<file path="src/design/usbp_pkg.sv">
package usbp_pkg;

  // ****************************************************************
  // register map (byte addresses)
  // ****************************************************************
  localparam logic [31:0] USBP_ADDR_CTRL = 32'hB000_50C8;
  localparam logic [31:0] USBP_ADDR_REV = 32'hB000_7000;

  // ****************************************************************
  // control register fields
  // ****************************************************************
  localparam int USBP_BIT_OSC_SEL = 11;
  localparam int USBP_BIT_SUSPEND = 8;
  localparam int USBP_BIT_PWR_SAVE = 7;
  localparam int USBP_BIT_REF_SRC = 6;
  localparam int USBP_FREQ_MSB = 5;
  localparam int USBP_FREQ_LSB = 4;
  localparam int USBP_BIT_OSC_KEEP = 3;
  localparam int USBP_BIT_ANA_PD = 2;
  localparam logic [31:0] USBP_CTRL_RESET = 32'h0000_0020;
  localparam logic [31:0] USBP_CTRL_WMASK = 32'h0000_09FC;

  // ****************************************************************
  // version register fields
  // ****************************************************************
  localparam int USBP_REV_W = 8;
  // arbitrary value, not a real revision code
  localparam logic [7:0] USBP_REV_DEFAULT = 8'h01;

  // ****************************************************************
  // bus geometry
  // ****************************************************************
  localparam int USBP_DW = 32;
  localparam int USBP_AW = 32;
  localparam int USBP_BEW = 4;
  localparam int USBP_BYTE = 8;

endpackage

</file>
<file path="src/design/usbp_reg_if.sv">
`timescale 1ns/100ps
// carries decoded accesses from the bus front end to the register bank
interface usbp_reg_if;
  import usbp_pkg::*;
  logic wr_en;
  logic [USBP_AW-1:0] addr;
  logic [USBP_DW-1:0] wdata;
  logic [USBP_BEW-1:0] be;
  logic [USBP_DW-1:0] rdata;

  modport front (
    output wr_en,
    output addr,
    output wdata,
    output be,
    input rdata
  );
  modport bank (
    input wr_en,
    input addr,
    input wdata,
    input be,
    output rdata
  );
endinterface

</file>
<file path="src/design/usbp_phy_ctrl_regs.sv">
`timescale 1ns/100ps
module usbp_phy_ctrl_regs
  import usbp_pkg::*;
#(
  parameter logic [USBP_REV_W-1:0] SPEC_REV = USBP_REV_DEFAULT
)
(
  // clock and reset
  input wire logic i_core_clk,
  input wire logic i_reset,
  // avalon-mm slave
  input wire logic [USBP_AW-1:0] i_address,
  input wire logic i_read,
  input wire logic i_write,
  input wire logic [USBP_DW-1:0] i_writedata,
  input wire logic [USBP_BEW-1:0] i_byteenable,
  output logic [USBP_DW-1:0] o_readdata,
  output logic o_waitrequest,
  // transceiver static configuration
  output logic o_phy_suspend_release,
  output logic o_phy_power_save_input,
  output logic o_phy_reference_source_select,
  output logic [1:0] o_phy_reference_frequency_field,
  output logic o_phy_oscillator_keep_input,
  output logic o_phy_analog_power_down,
  output logic o_phy_oscillator_clock_source_select
);

  usbp_reg_if reg_bus ();

  logic [USBP_DW-1:0] ctrl_r;
  logic [USBP_DW-1:0] ctrl_nxt;
  logic [USBP_DW-1:0] be_mask;
  logic [USBP_DW-1:0] rdata;

  // ****************************************************************
  // bus front end
  // ****************************************************************
  usbp_avs_front u_front (
    .i_core_clk(i_core_clk),
    .i_reset(i_reset),
    .i_address(i_address),
    .i_read(i_read),
    .i_write(i_write),
    .i_writedata(i_writedata),
    .i_byteenable(i_byteenable),
    .o_readdata(o_readdata),
    .o_waitrequest(o_waitrequest),
    .reg_bus(reg_bus.front)
  );

  // ****************************************************************
  // control register
  // ****************************************************************

  // expand byte enables to a bit mask, one lane per byte
  always_comb begin
    for (int i = 0; i < USBP_BEW; i++) begin
      be_mask[i*USBP_BYTE +: USBP_BYTE] = {USBP_BYTE{reg_bus.be[i]}};
    end
  end

  // merge only enabled lanes of implemented bits; reserved bits stay zero
  always_comb begin
    ctrl_nxt = ctrl_r;
    if (reg_bus.wr_en && reg_bus.addr == USBP_ADDR_CTRL) begin
      ctrl_nxt = (ctrl_r & ~(be_mask & USBP_CTRL_WMASK))
               | (reg_bus.wdata & be_mask & USBP_CTRL_WMASK);
    end
  end

  // software values are stored as written; the hardware does not police
  // the fixed-value fields, so a wrong setting reaches the transceiver
  always_ff @(posedge i_core_clk or posedge i_reset) begin
    if (i_reset) begin
      ctrl_r <= USBP_CTRL_RESET; // suspend bit clear, transceiver held suspended
    end else begin
      ctrl_r <= ctrl_nxt;
    end
  end

  // ****************************************************************
  // transceiver outputs, each a flop so nothing glitches on the pins
  // ****************************************************************
  always_ff @(posedge i_core_clk or posedge i_reset) begin
    if (i_reset) begin
      o_phy_suspend_release <= USBP_CTRL_RESET[USBP_BIT_SUSPEND];
      o_phy_power_save_input <= USBP_CTRL_RESET[USBP_BIT_PWR_SAVE];
      o_phy_reference_source_select <= USBP_CTRL_RESET[USBP_BIT_REF_SRC];
      o_phy_reference_frequency_field <= USBP_CTRL_RESET[USBP_FREQ_MSB:USBP_FREQ_LSB];
      o_phy_oscillator_keep_input <= USBP_CTRL_RESET[USBP_BIT_OSC_KEEP];
      o_phy_analog_power_down <= USBP_CTRL_RESET[USBP_BIT_ANA_PD];
      o_phy_oscillator_clock_source_select <= USBP_CTRL_RESET[USBP_BIT_OSC_SEL];
    end else begin
      o_phy_suspend_release <= ctrl_nxt[USBP_BIT_SUSPEND];
      o_phy_power_save_input <= ctrl_nxt[USBP_BIT_PWR_SAVE];
      o_phy_reference_source_select <= ctrl_nxt[USBP_BIT_REF_SRC];
      o_phy_reference_frequency_field <= ctrl_nxt[USBP_FREQ_MSB:USBP_FREQ_LSB];
      o_phy_oscillator_keep_input <= ctrl_nxt[USBP_BIT_OSC_KEEP];
      o_phy_analog_power_down <= ctrl_nxt[USBP_BIT_ANA_PD];
      o_phy_oscillator_clock_source_select <= ctrl_nxt[USBP_BIT_OSC_SEL];
    end
  end

  // ****************************************************************
  // read decode; unmapped addresses read zero and writes are dropped
  // ****************************************************************
  always_comb begin
    rdata = '0;
    case (reg_bus.addr)
      USBP_ADDR_CTRL: begin
        rdata = ctrl_r & USBP_CTRL_WMASK;
      end
      USBP_ADDR_REV: begin
        rdata[USBP_REV_W-1:0] = SPEC_REV; // no write path exists
      end
      default: begin
        rdata = '0;
      end
    endcase
  end

  assign reg_bus.rdata = rdata;

endmodule

</file>
<file path="src/design/usbp_avs_front.sv">
`timescale 1ns/100ps
// avalon-mm slave handshake: one wait state on every access
module usbp_avs_front
  import usbp_pkg::*;
(
  // clock and reset
  input wire logic i_core_clk,
  input wire logic i_reset,
  // avalon-mm slave
  input wire logic [USBP_AW-1:0] i_address,
  input wire logic i_read,
  input wire logic i_write,
  input wire logic [USBP_DW-1:0] i_writedata,
  input wire logic [USBP_BEW-1:0] i_byteenable,
  output logic [USBP_DW-1:0] o_readdata,
  output logic o_waitrequest,
  // register side
  usbp_reg_if.front reg_bus
);

  logic wait_r;
  logic [USBP_DW-1:0] rdata_r;
  logic req;

  // ****************************************************************
  // request path
  // ****************************************************************
  assign req = i_read | i_write;
  // write commits only at the edge where the master sees waitrequest low
  assign reg_bus.wr_en = i_write & ~wait_r;
  assign reg_bus.addr = i_address;
  assign reg_bus.wdata = i_writedata;
  assign reg_bus.be = i_byteenable;

  // waitrequest: high at rest, low for exactly one cycle per access
  always_ff @(posedge i_core_clk or posedge i_reset) begin
    if (i_reset) begin
      wait_r <= 1'b1;
    end else if (req && wait_r) begin
      wait_r <= 1'b0;
    end else begin
      wait_r <= 1'b1; // re-arm so back-to-back requests each see a wait
    end
  end

  // read data captured one cycle early so it stands while waitrequest is low
  always_ff @(posedge i_core_clk or posedge i_reset) begin
    if (i_reset) begin
      rdata_r <= '0;
    end else if (i_read && wait_r) begin
      rdata_r <= reg_bus.rdata;
    end
  end

  assign o_waitrequest = wait_r;
  assign o_readdata = rdata_r;

endmodule

</file>
<file path="config.mk">
export PLATFORM = sky130hd
export DESIGN_NAME = usbp_phy_ctrl_regs
export DESIGN_NICKNAME = d
export VERILOG_FILES = /design/src/design/usbp_pkg.sv /design/src/design/usbp_reg_if.sv /design/src/design/usbp_phy_ctrl_regs.sv /design/src/design/usbp_avs_front.sv
export SDC_FILE = /design/constraint.sdc
export NUM_CORES = 1
export LEC_CHECK = 0
export BUFFER_PORTS_ARGS = -buffer_cell sky130_fd_sc_hd__buf_2
export CELL_PAD_IN_SITES_DETAIL_PLACEMENT = 1
export CELL_PAD_IN_SITES_GLOBAL_PLACEMENT = 1
export CORE_MARGIN = 10
export CORE_UTILIZATION = 23
export CTS_CLUSTER_SIZE = 28
export DETAILED_ROUTE_END_ITERATION = 10
export PLACE_DENSITY = 0.82
export SLEW_MARGIN = 20
export SYNTH_ARGS = -nofsm -noshare
export SYNTH_HDL_FRONTEND = slang
export SYNTH_SLANG_ARGS = --single-unit
export TNS_END_PERCENT = 100
</file>
<file path="constraint.sdc">
create_clock -name i_core_clk -period 1.7 [get_ports i_core_clk]
set_input_delay 0.425 -clock i_core_clk [delete_from_list [all_inputs] [get_ports i_core_clk]]
set_output_delay 0.425 -clock i_core_clk [all_outputs]
set_load 0.005 [all_outputs]
</file>
==> key figures <==
Hold path
  – Min-delay worst type: in -> async

Timing
  – Clock Skew: 0.000777 ns
  – Max Freq: 575 MHz
  – Relative slew slack: 54.0%
  – Final period util: 102%
  – Setup WS post-layout: -0.0394 ns
  – Count of final setup violators: 8
  – Total negative slack: -0.245 ns
  – Final hold vios: 0
  – Worst-margin pin slew: 0.689 ns
  – RSZ-0062 raised after global routing: true
  – Slew Viols, Final: 0
  – Minimum clock period: 1.74 ns

Critical path
  – Crit. End Element: flip-flop
  – Worst setup path class: in -> reg
  – Crit path top cell by count: buf_6
  – Cells along the critical path: buf_6, nor4_4, nand3b_1, buf_6, nor4_4, buf_6, mux2_4
  – Crit start category: input port
  – Crit path largest cell delay: 0.30 ns
  – CP Data Required Time: 1.84 ns
  – CP max-delay cell: mux2_4
  – Worst EP arrival: 1.88 ns
  – CP Max Fanout: 6

Outcome
  – Violated checks: setup timing
  – Status: finished, violations left

Clock tree
  – Total CTS buffers: 3
  – Clock tree buffer depth: 2
  – Clock sink count: 18
  – CTS tree: done
  – Root buf cell: clkbuf_8
  – Clock-pin slew on the worst setup and hold paths: 0.07 ns
  – Post-CTS Hold Buffers: 0
  – Clk_lat worst skew: 0.25 ns
  – CTS H-tree depth: 1

Yosys
  – Synthesized instance count: 94
  – Netlist Area Pre-Place: 1050 µm²
  – Yosys warns: 0
  – Avg Synthesized Cell Area: 11.2 µm²
  – Sequential element share of the synthesized area: 43.1%
  – Yosys reg bits: 18
  – Count of different cell masters after synthesis: 21

Global route
  – Largest net degree at the start of global routing: 19
  – Met1 Track Usage GR: 7.95%
  – GRT Util Overall: 8.98%
  – Vias in the first global route: 1071
  – Grt total ovfl: 0
  – M3 GR Usage: 2.32%
  – First-pass GRT wire length: 5410 µm
  – GRT met2 Usage: 18.4%
  – GR peak layer: met2
  – Initial antenna violation count: 0

Finish
  – Number of fillers in the final layout: 502
  – Area added between synthesis and finish: 54.9%
  – ANT cells: 0
  – Layout cell share with drive strength beyond 1: 57.6%
  – Most frequent cells in the layout: buf_2 (58), conb_1 (23), dfrtp_1 (16), buf_4 (10), buf_6 (9)
  – Final net count: 245
  – Commonest non-fill, non-tap cell in the layout: buf_2

Placed design
  – Placer Congestion: 0.678
  – Port Buffer Count: 63
  – Place WS: -0.357 ns
  – DP HPWL: 3120 µm

Floorplan
  – Initial Util: 24.0%
  – Die H: 87.6 µm
  – Core area: 4380 µm²
  – Die Wd: 87.6 µm
  – Cell Rows: 24
  – IO Count: 113
  – DIE AREA: 7670 µm²

Routing
  – DR WL/cell: 17.0 µm
  – DR vias/cell: 4.27
  – Routed Antenna Nets: 0
  – Router iterations before antenna repair: 4
  – Routed Wire Length: 3800 µm
  – Iter 0 DRT Violations: 49
  – Via count: 956
  – Residual DRC: 0

Power
  – Leakage dissipation: 0.000906 µW
  – Pwr per Cell Area: 567 nW/µm²
  – Peak VDD IR: 211 µV

Job
  – Maxcap violations: 0
## stage by stage
step | instances | utilization [%] | instance area, µm² | hold slack (ns) | total power (µW)
after floorplan | 116 | - | 1160 | 0.362 | 525
after global placement | 215 | 32.6 | 1430 | 0.464 | 557
after detailed placement | 215 | 32.6 | 1430 | 0.474 | 562
after CTS | 221 | 35.0 | 1530 | 0.294 | 921
after global routing | 224 | 37.1 | 1630 | 0.344 | 964
final | 224 | 37.1 | 1630 | 0.270 | 923
## Yosys cell counts
cell type / count / area share (%)
nand4_1: 3 / 1.8
mux2_2: 8 / 8.6
a22o_1: 8 / 6.7
o21ai_0: 1 / 0.48
inv_1: 1 / 0.36
conb_1: 1 / 0.36
nor4_1: 5 / 3.0
dfstp_2: 2 / 5.0
and4b_1: 1 / 0.95
nor2b_1: 2 / 1.2
buf_4: 23 / 16
and3_1: 8 / 4.8
nand3b_1: 2 / 1.4
nor4b_1: 1 / 0.83
nand2_1: 4 / 1.4
nand4b_1: 1 / 0.83
nor4_2: 2 / 2.4
nor4_4: 2 / 4.0
a21o_1: 1 / 0.71
dfrtp_1: 16 / 38
clkbuf_1: 2 / 0.71
## logic make-up (layout without fill, tap and decap cells)
group           count (synthesis)  count (layout)  synth area share, %
buf+inv                        26              82                 17.5
other cells                     1              23                0.357
mux                             8               8                 8.57
simple gates                   31              31                 22.6
flops                          18              18                 43.1
compound gates                 10              10                 7.86
## critical path, delay by kind of cell
kind / cells / cell delay (ns)
and+or+nand+nor: 3 / 0.71
muxes: 1 / 0.30
buffers and inverters: 3 / 0.44
## area by class of cell
| type | instances | area, µm² | share of cell area, % |
|---|---|---|---|
| Timing Repair Buffer | 77 | 467 | 28.7 |
| Inverter | 1 | 3.75 | 0.231 |
| Tap cell | 52 | 65.1 | 4.00 |
| Multi-Input combinational cell | 72 | 584 | 35.9 |
| Clock buffer | 4 | 55.1 | 3.38 |
| Sequential cell | 18 | 453 | 27.8 |
## worst paths after layout
| path | from | endpoint | slack [ns] | cells after the start |
|---|---|---|---|---|
| min in group i_core_clk | i_write | u_front.o_waitrequest | 0.36 | 2 |
| min | i_reset | asynchronous set/reset pin | 0.27 | 2 |
| max reg2reg | u_front.o_waitrequest | flip-flop | 0.18 | 5 |
| max | i_address[2] | flip-flop | -0.04 | 7 |
| max in group asynchronous | i_reset | u_front.o_readdata[8] | 0.99 | 2 |
| min reg2reg | u_front.o_readdata[0] | u_front.o_readdata[0] | 0.48 | 1 |
## per-layer routing
layer / share of wire (%) / routed length [µm] / up-vias
met4: 1.4 / 53 / 0
met5: 0 / 0 / -
met1: 34 / 1300 / 466
met3: 5.9 / 224 / 4
li1: - / - / 457
met2: 58 / 2220 / 29
## what timing repair did
action                     in CTS  in global routing
setup endpoints to repair       8                 16
buffers inserted                2                  3
pin swaps                       5                  8
resized for setup               5                 14
## power by group
| part | switching (µW) | total, µW | internal, µW |
|---|---|---|---|
| combinational | 77.3 | 141 | 63.9 |
| clock | 142 | 347 | 205 |
| sequential | 1.36 | 434 | 433 |
Note: power is estimated with default switching activity, not from simulation.
